--- src/hdl/ptac_pkg.sv ---
package ptac_pkg;
    // Register indices; byte address is four times the index
    localparam logic [3:0] IDX_EQ_CTRL = 4'h2;
    localparam logic [3:0] IDX_BOOST_LBK = 4'h3;
    localparam logic [3:0] IDX_LINE_MODE = 4'h4;
    localparam logic [3:0] IDX_STATUS = 4'h5;
    localparam logic [3:0] IDX_TEST_A = 4'h6;
    localparam logic [3:0] IDX_TEST_B = 4'h7;
    localparam logic [3:0] IDX_SIG_CTRL = 4'h8;
    localparam logic [3:0] IDX_IRQ_STAT = 4'h9;
    localparam logic [3:0] IDX_IRQ_MASK = 4'ha;
    localparam logic [3:0] IDX_TX_MODE = 4'hb;
    // Reset values
    localparam logic [7:0] RST_EQ_CTRL = 8'h00;
    localparam logic [7:0] RST_BOOST_LBK = 8'ha8;
    localparam logic [7:0] RST_LINE_MODE = 8'h80;
    localparam logic [7:0] RST_ZERO = 8'h00;
    // Field positions
    localparam int BIT_EQ_EN = 0;
    localparam int BIT_LBK = 0;
    localparam int BIT_BOOST_LO = 1;
    localparam int BIT_LINE_CODED = 7;
    localparam int BIT_TX_FIFO_PHASE_ERROR = 0;
    localparam int BIT_TX_INPUT_LOCK_LOST = 1;
    localparam int BIT_RX_LOCK_LOST = 3;
    localparam int BIT_RX_SIGNAL_LOST = 4;
    localparam int BIT_FIFO_RST = 0;
    localparam int BIT_ALARM_OVR = 5;
    localparam logic [7:0] STATUS_USED = 8'h1b;
    // Boost, serial mode and AXI response encodings
    localparam logic [1:0] BOOST_NORMAL = 2'h0;
    localparam logic [1:0] BOOST_5PCT = 2'h1;
    localparam logic [1:0] BOOST_TEST_RESERVED_A = 2'h2;
    localparam logic [1:0] BOOST_10PCT = 2'h3;
    localparam logic [1:0] SMODE_LOOP_TIMED = 2'h3;
    localparam logic [1:0] SMODE_PLESIO = 2'h1;
    localparam logic [1:0] AXI_OKAY = 2'h0;
    localparam logic [1:0] AXI_SLVERR = 2'h2;
endpackage : ptac_pkg

--- src/hdl/ptac_regs.sv ---
`timescale 1ns/1ps
// Overview of operation
// [RULE_01] Bit 0 enables serial input equalizer
// [RULE_02] Two-bit boost: normal, five, ten percent
// [RULE_03] Loopback feeds decoded receive data to transmit
// [RULE_04] Software loopback only in plesiochronous/loop modes; lbk_o follows BIT_LBK in every tx_mode, unchecked
// [RULE_05] Mode bit set: coded coax path active
// [RULE_06] Mode bit clear: optical NRZ path active
// [RULE_07] Bit 4 reports receive loss of signal
// [RULE_08] Receive lock lost beyond frequency tolerance
// [RULE_09] Software trusts lock bit only with signal
// [RULE_10] Transmit lock lost when serial input invalid
// [RULE_11] FIFO error set when FIFO hits limit
// [RULE_12] FIFO error cleared by FIFO reset
// [RULE_13] Status bits clear on read
// [RULE_14] Offsets six and seven read zero
// [RULE_15] FIFO reset recentres FIFO pointers
// [RULE_16] Alarm override forces alarms low, resets counters
// [RULE_17] Mode code 11 selects loop timing
// [RULE_18] Software writes reserved bits back unchanged
module ptac_regs
    import ptac_pkg::*;
(
    input wire logic sys_clk,
    input wire logic reset_n,
    input wire logic [5:0] s_axi_awaddr,
    input wire logic s_axi_awvalid,
    output logic s_axi_awready,
    input wire logic [31:0] s_axi_wdata,
    input wire logic [3:0] s_axi_wstrb,
    input wire logic s_axi_wvalid,
    output logic s_axi_wready,
    output logic [1:0] s_axi_bresp,
    output logic s_axi_bvalid,
    input wire logic s_axi_bready,
    input wire logic [5:0] s_axi_araddr,
    input wire logic s_axi_arvalid,
    output logic s_axi_arready,
    output logic [31:0] s_axi_rdata,
    output logic [1:0] s_axi_rresp,
    output logic s_axi_rvalid,
    input wire logic s_axi_rready,
    input wire logic rx_signal_lost,
    input wire logic rx_lock_lost,
    input wire logic tx_input_lock_lost,
    input wire logic tx_fifo_phase_error,
    output logic tx_input_equalizer_enable,
    output logic [1:0] driver_amplitude_boost,
    output logic full_digital_loopback_enable,
    output logic coded_path_enable,
    output logic nrz_output_enable,
    output logic tx_fifo_pointer_reset,
    output logic rx_alarm_override,
    output logic rx_alarm_counter_clear,
    output logic loop_timing_enable,
    output logic [1:0] serial_tx_mode_select,
    output logic irq
);
    typedef struct packed {
        logic aw_full;
        logic [3:0] aw_idx;
        logic w_full;
        logic [7:0] w_data;
        logic w_lane0;
        logic bvalid;
        logic [1:0] bresp;
        logic rvalid;
        logic [7:0] rdata;
        logic [1:0] rresp;
        logic aw_rdy;
        logic w_rdy;
        logic ar_rdy;
        logic [7:0] eq_ctrl;
        logic [7:0] boost_lbk;
        logic [7:0] line_mode;
        logic [7:0] sig_ctrl;
        logic [7:0] irq_mask;
        logic [1:0] tx_mode;
        logic [7:0] status_rd_clr;
        logic [7:0] irq_clr;
        logic [7:0] ev_prev;
        logic irq;
        logic eq_o;
        logic [1:0] boost_o;
        logic lbk_o;
        logic coded_o;
        logic nrz_o;
        logic fifo_rst_o;
        logic ovr_o;
        logic loop_o;
    } ptac_regs_s;
    ptac_regs_s st_r;
    ptac_regs_s st_nxt;
    logic [3:0] ev_sync;
    logic [7:0] events;
    logic [7:0] status_q;
    logic [7:0] irq_stat_q;
    ptac_sync2 #(.WIDTH(4)) u_sync (
        .sys_clk(sys_clk),
        .reset_n(reset_n),
        .async_in({rx_signal_lost, rx_lock_lost, tx_input_lock_lost, tx_fifo_phase_error}),
        .sync_out(ev_sync)
    );
    always_comb begin
        events = '0;
        // Override masks both receive alarms
        events[BIT_RX_SIGNAL_LOST] = ev_sync[3] & ~st_r.sig_ctrl[BIT_ALARM_OVR]; // [RULE_07] [RULE_16]
        events[BIT_RX_LOCK_LOST] = ev_sync[2] & ~st_r.sig_ctrl[BIT_ALARM_OVR]; // [RULE_08] [RULE_16]
        events[BIT_TX_INPUT_LOCK_LOST] = ev_sync[1]; // [RULE_10]
        events[BIT_TX_FIFO_PHASE_ERROR] = ev_sync[0] & ~st_r.sig_ctrl[BIT_FIFO_RST]; // [RULE_11]
    end
    genvar g;
    generate
        for (g = 0; g < 8; g++) begin : g_flag
            if (STATUS_USED[g]) begin : g_used
                // Read-clear status and W1C interrupt status share the event
                ptac_sticky_flag u_stat (
                    .sys_clk(sys_clk),
                    .reset_n(reset_n),
                    .set_i(events[g]),
                    .clear_i(st_r.status_rd_clr[g]),
                    .force_clear_i((g == BIT_TX_FIFO_PHASE_ERROR) ? st_r.sig_ctrl[BIT_FIFO_RST] : 1'b0),
                    .flag(status_q[g])
                ); // [RULE_13] [RULE_12]
                ptac_sticky_flag u_irq (
                    .sys_clk(sys_clk),
                    .reset_n(reset_n),
                    .set_i(events[g] & ~st_r.ev_prev[g]),
                    .clear_i(st_r.irq_clr[g]),
                    .force_clear_i(1'b0),
                    .flag(irq_stat_q[g])
                );
            end else begin : g_unused
                assign status_q[g] = 1'b0;
                assign irq_stat_q[g] = 1'b0;
            end
        end
    endgenerate
    always_comb begin
        logic [7:0] rd;
        logic rd_ok;
        rd = '0;
        rd_ok = 1'b1;
        st_nxt = st_r;
        st_nxt.status_rd_clr = '0;
        st_nxt.irq_clr = '0;
        st_nxt.ev_prev = events;
        if (s_axi_awvalid && !st_r.aw_full) begin
            st_nxt.aw_full = 1'b1;
            st_nxt.aw_idx = s_axi_awaddr[5:2];
        end
        if (s_axi_wvalid && !st_r.w_full) begin
            st_nxt.w_full = 1'b1;
            st_nxt.w_data = s_axi_wdata[7:0];
            st_nxt.w_lane0 = s_axi_wstrb[0];
        end
        if (st_r.bvalid && s_axi_bready) begin
            st_nxt.bvalid = 1'b0;
        end
        if (st_r.aw_full && st_r.w_full && !st_r.bvalid) begin
            st_nxt.aw_full = 1'b0;
            st_nxt.w_full = 1'b0;
            st_nxt.bvalid = 1'b1;
            st_nxt.bresp = AXI_OKAY;
            unique case (st_r.aw_idx)
                IDX_EQ_CTRL: if (st_r.w_lane0) st_nxt.eq_ctrl = st_r.w_data;
                IDX_BOOST_LBK: if (st_r.w_lane0) st_nxt.boost_lbk = st_r.w_data;
                IDX_LINE_MODE: if (st_r.w_lane0) st_nxt.line_mode = st_r.w_data;
                IDX_SIG_CTRL: if (st_r.w_lane0) st_nxt.sig_ctrl = st_r.w_data;
                IDX_IRQ_MASK: if (st_r.w_lane0) st_nxt.irq_mask = st_r.w_data;
                IDX_TX_MODE: if (st_r.w_lane0) st_nxt.tx_mode = st_r.w_data[1:0];
                IDX_IRQ_STAT: if (st_r.w_lane0) st_nxt.irq_clr = st_r.w_data;
                IDX_STATUS, IDX_TEST_A, IDX_TEST_B: ; // Writes ignored
                default: st_nxt.bresp = AXI_SLVERR;
            endcase
        end
        if (st_r.rvalid && s_axi_rready) begin
            st_nxt.rvalid = 1'b0;
        end
        if (s_axi_arvalid && !st_r.rvalid) begin
            unique case (s_axi_araddr[5:2])
                IDX_EQ_CTRL: rd = st_r.eq_ctrl;
                IDX_BOOST_LBK: rd = st_r.boost_lbk;
                IDX_LINE_MODE: rd = st_r.line_mode;
                IDX_STATUS: rd = status_q;
                IDX_TEST_A, IDX_TEST_B: rd = RST_ZERO; // [RULE_14]
                IDX_SIG_CTRL: rd = st_r.sig_ctrl;
                IDX_IRQ_STAT: rd = irq_stat_q;
                IDX_IRQ_MASK: rd = st_r.irq_mask;
                IDX_TX_MODE: rd = {6'h00, st_r.tx_mode};
                default: rd_ok = 1'b0;
            endcase
            st_nxt.rvalid = 1'b1;
            st_nxt.rdata = rd;
            st_nxt.rresp = rd_ok ? AXI_OKAY : AXI_SLVERR;
            if (s_axi_araddr[5:2] == IDX_STATUS) begin
                // Clear only what was returned, so an event landing now is kept
                st_nxt.status_rd_clr = status_q; // [RULE_13]
            end
        end
        st_nxt.eq_o = st_r.eq_ctrl[BIT_EQ_EN]; // [RULE_01]
        // Reserved boost code treated as normal level
        st_nxt.boost_o = (st_r.boost_lbk[BIT_BOOST_LO +: 2] == BOOST_TEST_RESERVED_A) ? BOOST_NORMAL
                         : st_r.boost_lbk[BIT_BOOST_LO +: 2]; // [RULE_02]
        st_nxt.lbk_o = st_r.boost_lbk[BIT_LBK]; // [RULE_03]
        st_nxt.coded_o = st_r.line_mode[BIT_LINE_CODED]; // [RULE_05]
        st_nxt.nrz_o = ~st_r.line_mode[BIT_LINE_CODED]; // [RULE_06]
        st_nxt.fifo_rst_o = st_r.sig_ctrl[BIT_FIFO_RST]; // [RULE_15]
        st_nxt.ovr_o = st_r.sig_ctrl[BIT_ALARM_OVR]; // [RULE_16]
        st_nxt.loop_o = (st_r.tx_mode == SMODE_LOOP_TIMED); // [RULE_17]
        st_nxt.irq = |(irq_stat_q & st_r.irq_mask);
        // Ready flags kept as flops so the bus sees no gate after a register
        st_nxt.aw_rdy = ~st_nxt.aw_full;
        st_nxt.w_rdy = ~st_nxt.w_full;
        st_nxt.ar_rdy = ~st_nxt.rvalid;
    end
    always_ff @(posedge sys_clk) begin
        if (!reset_n) begin
            st_r <= '0;
            st_r.boost_lbk <= RST_BOOST_LBK;
            st_r.eq_ctrl <= RST_EQ_CTRL;
            st_r.line_mode <= RST_LINE_MODE;
            st_r.coded_o <= 1'b1;
            st_r.aw_rdy <= 1'b1;
            st_r.w_rdy <= 1'b1;
            st_r.ar_rdy <= 1'b1;
        end else begin
            st_r <= st_nxt;
        end
    end
    assign s_axi_awready = st_r.aw_rdy;
    assign s_axi_wready = st_r.w_rdy;
    assign s_axi_bvalid = st_r.bvalid;
    assign s_axi_bresp = st_r.bresp;
    assign s_axi_arready = st_r.ar_rdy;
    assign s_axi_rvalid = st_r.rvalid;
    assign s_axi_rdata = {24'h000000, st_r.rdata};
    assign s_axi_rresp = st_r.rresp;
    assign tx_input_equalizer_enable = st_r.eq_o;
    assign driver_amplitude_boost = st_r.boost_o;
    assign full_digital_loopback_enable = st_r.lbk_o;
    assign coded_path_enable = st_r.coded_o;
    assign nrz_output_enable = st_r.nrz_o;
    assign tx_fifo_pointer_reset = st_r.fifo_rst_o;
    assign rx_alarm_override = st_r.ovr_o;
    assign rx_alarm_counter_clear = st_r.ovr_o;
    assign loop_timing_enable = st_r.loop_o;
    assign serial_tx_mode_select = st_r.tx_mode;
    assign irq = st_r.irq;
endmodule : ptac_regs

--- src/hdl/ptac_sync2.sv ---
`timescale 1ns/1ps
module ptac_sync2
    import ptac_pkg::*;
#(
    parameter int WIDTH = 4
) (
    input wire logic sys_clk,
    input wire logic reset_n,
    input wire logic [WIDTH-1:0] async_in,
    output logic [WIDTH-1:0] sync_out
);
    typedef struct packed {
        logic [WIDTH-1:0] meta;
        logic [WIDTH-1:0] stable;
    } ptac_sync_s;
    ptac_sync_s st_r;
    ptac_sync_s st_nxt;
    if (WIDTH < 1) begin : g_bad_width
        $error("ptac_sync2 needs a WIDTH of at least one");
    end
    always_comb begin
        st_nxt.meta = async_in;
        st_nxt.stable = st_r.meta;
    end
    always_ff @(posedge sys_clk) begin
        if (!reset_n) begin
            st_r <= '0;
        end else begin
            st_r <= st_nxt;
        end
    end
    assign sync_out = st_r.stable;
endmodule : ptac_sync2

--- src/hdl/ptac_sticky_flag.sv ---
`timescale 1ns/1ps
module ptac_sticky_flag
    import ptac_pkg::*;
(
    input wire logic sys_clk,
    input wire logic reset_n,
    input wire logic set_i,
    input wire logic clear_i,
    input wire logic force_clear_i,
    output logic flag
);
    typedef struct packed {
        logic flag;
    } ptac_flag_s;
    ptac_flag_s st_r;
    ptac_flag_s st_nxt;
    always_comb begin
        st_nxt = st_r;
        // Set beats software clear so no event is lost
        if (set_i) begin
            st_nxt.flag = 1'b1;
        end else if (clear_i) begin
            st_nxt.flag = 1'b0;
        end
        if (force_clear_i) begin
            st_nxt.flag = 1'b0;
        end
    end
    always_ff @(posedge sys_clk) begin
        if (!reset_n) begin
            st_r <= '0;
        end else begin
            st_r <= st_nxt;
        end
    end
    assign flag = st_r.flag;
endmodule : ptac_sticky_flag

--- config.mk ---
export PLATFORM = sky130hd
export DESIGN_NAME = ptac_regs
export DESIGN_NICKNAME = d
export VERILOG_FILES = /design/src/hdl/ptac_pkg.sv /design/src/hdl/ptac_regs.sv /design/src/hdl/ptac_sync2.sv /design/src/hdl/ptac_sticky_flag.sv
export SDC_FILE = /design/constraint.sdc
export NUM_CORES = 1
export LEC_CHECK = 0
export ABC_AREA = 1
export CAP_MARGIN = 40
export CELL_PAD_IN_SITES_DETAIL_PLACEMENT = 1
export CELL_PAD_IN_SITES_GLOBAL_PLACEMENT = 2
export CORE_AREA = 5 5 119 121
export DETAILED_ROUTE_END_ITERATION = 12
export DIE_AREA = 0 0 124 126
export DONT_BUFFER_PORTS = 1
export GPL_TIMING_DRIVEN = 0
export PLACE_DENSITY = 0.89
export SLEW_MARGIN = 30
export SYNTH_ARGS = -nofsm -noshare
export SYNTH_HDL_FRONTEND = slang
export SYNTH_HIERARCHICAL = 1
export SYNTH_SLANG_ARGS = --single-unit
export TNS_END_PERCENT = 30
--- constraint.sdc ---
create_clock -name sys_clk -period 2.1 [get_ports sys_clk]
set_input_delay 0.21 -clock sys_clk [delete_from_list [all_inputs] [get_ports sys_clk]]
set_output_delay 0.21 -clock sys_clk [all_outputs]
set_load 0.05 [all_outputs]
==> impl_metrics.csv, run 1 <==
group,metric,value,unit
run_status,outcome,"completed",
worst_setup_path,worst_r2r_path_depth,5,
global_route,antenna_found_initial,1,
global_route,grt_use_met2,29.4,%
placement,portBuffers,0,
timing,min_period_over_period,82.9,%
clock_network,clock_sinks,110,
clock_network,cts_tree,"done",
timing,slew_viol_final,0,
job,drv_cap,0,
worst_setup_path,cp_max_fo,10,
pwr,seqPwrFrac,50.5,%
placement,gp_congestion,0.816,
final_layout,final_cell_mix,"dfxtp_1, nand2_1, inv_1, a21oi_1, buf_4",
synthesis,synth-seq-cells,110,
placement,dp_cells,825,
timing,clock_skew,0.00950,ns
synthesis,yosysWarnings,6,
global_route,use_met3,3.18,%
route,drt-initial-drc-count,126,
global_route,grt_overflow_total,0,
synthesis,synth_area,4810,sq um
final_layout,drive_gt1_share,15.8,%
global_route,grt_pass1_wl,21.4,mm
worst_setup_path,endpoint_kind,"register",
floorplan,start_util,37.0,%
route,drc,0,
pwr,pwr-share-comb,9.9,%
placement,dpl_worst_slack,0.335,ns
placement,postPlaceCellArea,5150,sq um
clock_network,cts-root-buf,"clkbuf_16",
synthesis,syn_inst,617,
clock_network,h-tree-depth,3,
final_layout,fin_cells,848,
timing,hold_viol,0,
final_layout,final_util,42.4,%
clock_network,clock_latency,0.36,ns
clock_network,numCtsBuffers,9,
timing,period_needed,1.74,ns
floorplan,core_area,13000,sq um
timing,setup_ws,0.360,ns
floorplan,rows,42,
timing,setup-tns-final,0,ns
timing,holdWs,0.0104,ns
final_layout,layout_commonest_cell,"dfxtp_1",
hold_path,holdPathStages,2,
pwr,leakage,2.44,nW
synthesis,synth.avg_cell_area,7.79,sq um
floorplan,die_w,124,um
timing,worstMarginPinSlew,0.766,ns
worst_setup_path,r2r_start,"s_axi_rvalid",
placement,dp_hpwl,10.1,mm
global_route,met1_usage,22.8,%
final_layout,area_growth,14.4,%
route,via_per_inst,4.62,
floorplan,pin_count,113,
pwr,clkPwrFrac,39.6,%
route,wire_per_inst,15.8,um
final_layout,fillers,1633,
global_route,grt_pass1_vias,4095,
worst_setup_path,critPathArrivalTime,2.03,ns
route,drt_first_pass_iters,4,
hold_path,hp-class,"in2reg",
worst_setup_path,cp_data_required_time,2.39,ns
global_route,grtUsageTotal,17.7,%
final_layout,final_nets,729,
route,antenna_left,0,
timing,fmax,575,MHz
route,drt_wl_total,13.4,mm
worst_setup_path,startpoint,"s_axi_rvalid",
global_route,busiest_layer,"met2",
pwr,peakVddDrop,428,uV
pwr,p_total,4.36,mW
global_route,grt_max_degree,18,
pwr,sw_frac_of_total,27.1,%
worst_setup_path,worst-setup-path-type,"reg2reg",
pwr,p_int,3.18,mW
timing,maxSlewHeadroom,49.0,%
worst_setup_path,startpoint_type,"register",
synthesis,synth_seq_area_share,45.8,%
hold_path,holdCritStartpoint,"s_axi_wdata[2]",
pwr,cellPowerDensity,792,nW/um^2
route,dr_total_vias,3920,
clock_network,clockBufferDepth,2,
timing,setup-violations-final,0,
floorplan,die_h,126,um
synthesis,ys_types,33,
pwr,power.switching,1.18,mW
floorplan,dieArea,15600,sq um
final_layout,design_area,5500,sq um
worst_setup_path,reg2reg_slack,0.36,ns
clock_network,clk_pin_slew,0.07,ns
hold_path,holdPathEnd,"st_r[96]",
worst_setup_path,timing.rr.end,"s_axi_rdata[4]",
timing,rsz0062_at_grt,"no",
clock_network,cts_resized,0,
-- cells by family after synthesis --
group	after synthesis	share of synthesized area, %
simple gates	216	21.8
buf+inv	162	16.9
compound gates	124	14.4
flops	110	45.8
fa+ha+maj	4	1.04
other cells	1	0.0780
-- layer usage --
metal  wire length, um  part of all wire (%)
met4               240                   1.8
met5                 0                     0
met1              6160                    46
met2              6390                    48
met3               570                   4.3
-- power by group through the flow --
stage | Sequential (mW) | Clock [mW] | Combinational (mW)
3_3_place_gp | 2.25 | 0 | 0.409
5_1_grt | 2.21 | 1.84 | 0.472
6_report | 2.20 | 1.73 | 0.431
3_5_place_dp | 2.25 | 0 | 0.418
4_1_cts | 2.20 | 1.76 | 0.431
2_1_floorplan | 2.23 | 0 | 0.346
-- critical path, cell delays in order (launching register included) --
cell	delay, ns
dfxtp_1	0.67
inv_1	0.09
nand2_1	0.21
clkbuf_1	0.42
nand2_1	0.13
a21oi_2	0.15
-- area by class of cell --
cell class / count / area (sq um) / area share [%]
Inverter: 97 / 364 / 6.62
Multi-Input combinational cell: 377 / 1910 / 34.8
Buffer: 65 / 449 / 8.16
Tap cell: 176 / 220 / 4.00
Clock buffer: 11 / 233 / 4.23
Antenna cell: 1 / 2.50 / 0.0455
Timing Repair Buffer: 6 / 60.1 / 1.09
Clock inverter: 5 / 57.6 / 1.05
Sequential cell: 110 / 2200 / 40.0
-- how the worst max path moves through the flow --
| stage | end | slack (ns) | cells past startpoint |
|---|---|---|---|
| floorplan | st_r[55] | 0.62 | 8 |
| global placement | s_axi_rdata[4] | 0.42 | 5 |
| detailed placement | s_axi_rdata[2] | 0.34 | 5 |
| CTS | s_axi_rdata[2] | 0.32 | 5 |
| global route | s_axi_rdata[2] | 0.19 | 5 |
| finish | s_axi_rdata[4] | 0.36 | 5 |
-- synth_stat cells, drive strengths merged --
master / count / share of area [%]
a21oi: 63 / 7.5
conb: 1 / 0.078
o211ai: 4 / 0.73
inv: 97 / 7.6
dfxtp: 110 / 46
nor2: 48 / 5.4
nor3: 13 / 1.4
a31oi: 1 / 0.13
a22oi: 1 / 0.16
nand4: 20 / 2.7
nand3: 28 / 3.6
buf: 54 / 8.5
a41oi: 1 / 0.18
nand2: 107 / 8.7
clkbuf: 11 / 0.86
o21ai: 54 / 5.7
ha: 4 / 1.0
-- repair_timing --
action	in CTS	in global routing
endpoints found under the setup margin	0	0
endpoints found under the hold margin	14	0
setup buffers	0	0
hold buffers	6	0
-- registers in the layout, summed over array words and instances, names as in the netlist, 2 cells and up --
signal,count
driver_amplitude_boost,2
g_flag.g_used.u_irq/flag,4
g_flag.g_used.u_stat/flag,4
s_axi_rdata,8
serial_tx_mode_select,2
st_nxt,5
st_r,62
u_sync/st_nxt,4
u_sync/sync_out,4
Note: power is estimated with default switching activity, not from simulation.
==> run 2: changes to the inputs <==
--- a/config.mk
+++ b/config.mk
@@ -9,12 +9,12 @@
 export CAP_MARGIN = 40
 export CELL_PAD_IN_SITES_DETAIL_PLACEMENT = 1
 export CELL_PAD_IN_SITES_GLOBAL_PLACEMENT = 2
-export CORE_AREA = 5 5 119 121
+export CORE_AREA = 5 5 129 131
 export DETAILED_ROUTE_END_ITERATION = 12
-export DIE_AREA = 0 0 124 126
+export DIE_AREA = 0 0 134 136
 export DONT_BUFFER_PORTS = 1
 export GPL_TIMING_DRIVEN = 0
-export PLACE_DENSITY = 0.89
+export PLACE_DENSITY = 0.81
 export SLEW_MARGIN = 30
 export SYNTH_ARGS = -nofsm -noshare
 export SYNTH_HDL_FRONTEND = slang
==> constraint.sdc (replaced) <==
create_clock -name sys_clk -period 1.6 [get_ports sys_clk]
set_input_delay 0.16 -clock sys_clk [delete_from_list [all_inputs] [get_ports sys_clk]]
set_output_delay 0.16 -clock sys_clk [all_outputs]
set_load 0.05 [all_outputs]
==> run 2 against run 1 <==
Against the previous run: largest power group unchanged; highest routed layer unchanged; wire length increased by 0.53%; utilization shrank 6.1 points; die area increased by 17%.
==> impl_metrics.csv, run 2 (synthesis results as in run 1) <==
group,metric,value,unit
clock_network,cts-root-buf,"clkbuf_16",
job,drv_cap,0,
route,drt_wl_total,13.4,mm
floorplan,die_h,136,um
global_route,antenna_found_initial,0,
route,drt-initial-drc-count,251,
pwr,peakVddDrop,573,uV
final_layout,num_antenna_cells,0,
final_layout,largest_register_ff_count,62,
timing,setup-tns-final,0,ns
clock_network,clk_pin_slew,0.07,ns
placement,portBuffers,0,
floorplan,rows,46,
timing,holdWs,0.0106,ns
clock_network,h-tree-depth,3,
run_status,outcome,"completed",
floorplan,die_w,134,um
worst_setup_path,cp_data_required_time,1.82,ns
worst_setup_path,cp_cell_sequence,"inv_2, nand3_4, nor2_8, inv_2, nor2_8, inv_2, nand2_1, a21oi_1",
timing,maxSlewHeadroom,46.7,%
final_layout,largest-register,"st_r",
global_route,grtUsageTotal,15.4,%
route,drt_first_pass_iters,4,
final_layout,fillers,1894,
clock_network,clock_latency,0.36,ns
timing,worstMarginPinSlew,0.799,ns
final_layout,layout_commonest_cell,"dfxtp_1",
worst_setup_path,endpoint_kind,"register",
final_layout,design_area,5620,sq um
hold_path,hp-class,"in2reg",
placement,gp_congestion,0.803,
route,drc,0,
worst_setup_path,cpMostUsedCell,"inv_2",
final_layout,final_nets,736,
floorplan,core_area,15500,sq um
global_route,grt_pass1_wl,22.0,mm
pwr,cellPowerDensity,1050,nW/um^2
worst_setup_path,startpoint_type,"register",
global_route,grt_overflow_total,0,
worst_setup_path,worst-setup-path-type,"reg2reg",
clock_network,cts_tree,"done",
final_layout,fin_cells,868,
global_route,grt_pass1_vias,4235,
placement,dp_cells,841,
final_layout,drive_gt1_share,16.1,%
route,antenna_left,0,
floorplan,dieArea,18200,sq um
placement,postPlaceCellArea,5170,sq um
timing,slew_viol_final,0,
timing,min_period_over_period,91.3,%
clock_network,numCtsBuffers,9,
route,via_per_inst,4.55,
timing,setup-violations-final,0,
timing,fmax,685,MHz
pwr,p_total,5.88,mW
final_layout,final_util,36.3,%
placement,dpl_worst_slack,-0.145,ns
floorplan,start_util,31.1,%
timing,period_needed,1.46,ns
final_layout,final_cell_mix,"dfxtp_1, nand2_1, inv_1, a21oi_1, buf_4",
timing,hold_viol,0,
worst_setup_path,slowest_stage,"dfxtp_4",
timing,setup_ws,0.140,ns
clock_network,clockBufferDepth,2,
placement,dp_hpwl,10.2,mm
worst_setup_path,max_stage_delay,0.41,ns
timing,rsz0062_at_grt,"no",
timing,clock_skew,0.00989,ns
pwr,leakage,2.48,nW
global_route,grt_max_degree,17,
floorplan,pin_count,113,
clock_network,clock_sinks,110,
worst_setup_path,cp_max_fo,9,
route,dr_total_vias,3953,
worst_setup_path,critPathArrivalTime,1.68,ns
route,wire_per_inst,15.5,um
final_layout,area_growth,17.0,%
run 2: timing repair:
action / 4_1_cts / 5_1_grt
setup buffers: 0 / 0
pin swaps: 0 / 0
gates resized for setup: 2 / 5
hold buffers: 13 / 0
hold endpoints to repair: 23 / 0
endpoints found under the setup margin: 35 / 23
run 2: layout make-up:
| cell class | instances | area (sq um) | area share, % |
|---|---|---|---|
| Tap cell | 192 | 240 | 4.27 |
| Multi-Input combinational cell | 377 | 1920 | 34.1 |
| Buffer | 65 | 450 | 8.01 |
| Clock inverter | 3 | 68.8 | 1.22 |
| Timing Repair Buffer | 13 | 130 | 2.31 |
| Clock buffer | 11 | 243 | 4.32 |
| Inverter | 97 | 364 | 6.47 |
| Sequential cell | 110 | 2210 | 39.2 |
run 2: worst max-delay path, delay by kind of cell (launching register included):
family,cells,cell delay (ns)
buf+inv,3,0.30
flops,1,0.41
compound gates,1,0.07
simple gates,4,0.53
run 2: path summary, 6_finish.rpt:
path / from / endpoint / slack (ns) / depth (start not counted)
max: s_axi_bvalid / st_nxt[1] / 0.14 / 8
max reg2reg: s_axi_bvalid / st_nxt[1] / 0.14 / 8
min: s_axi_bready / s_axi_bvalid / 0.01 / 3
min reg2reg: u_sync/st_nxt[3] / u_sync/sync_out[3] / 0.42 / 2
run 2: metal layers:
layer | part of all wire, % | global-route usage [%]
met1 | 46 | 20.0
met2 | 46 | 24.8
met3 | 6.7 | 3.33
met4 | 1.4 | 6.91
met5 | 0 | 0
run 2: report_power, final:
| group | switching (mW) | total [mW] | internal [mW] |
|---|---|---|---|
| logic | 0.419 | 0.580 | 0.161 |
| clock network | 1.00 | 2.41 | 1.40 |
| registers | 0.0879 | 2.89 | 2.80 |
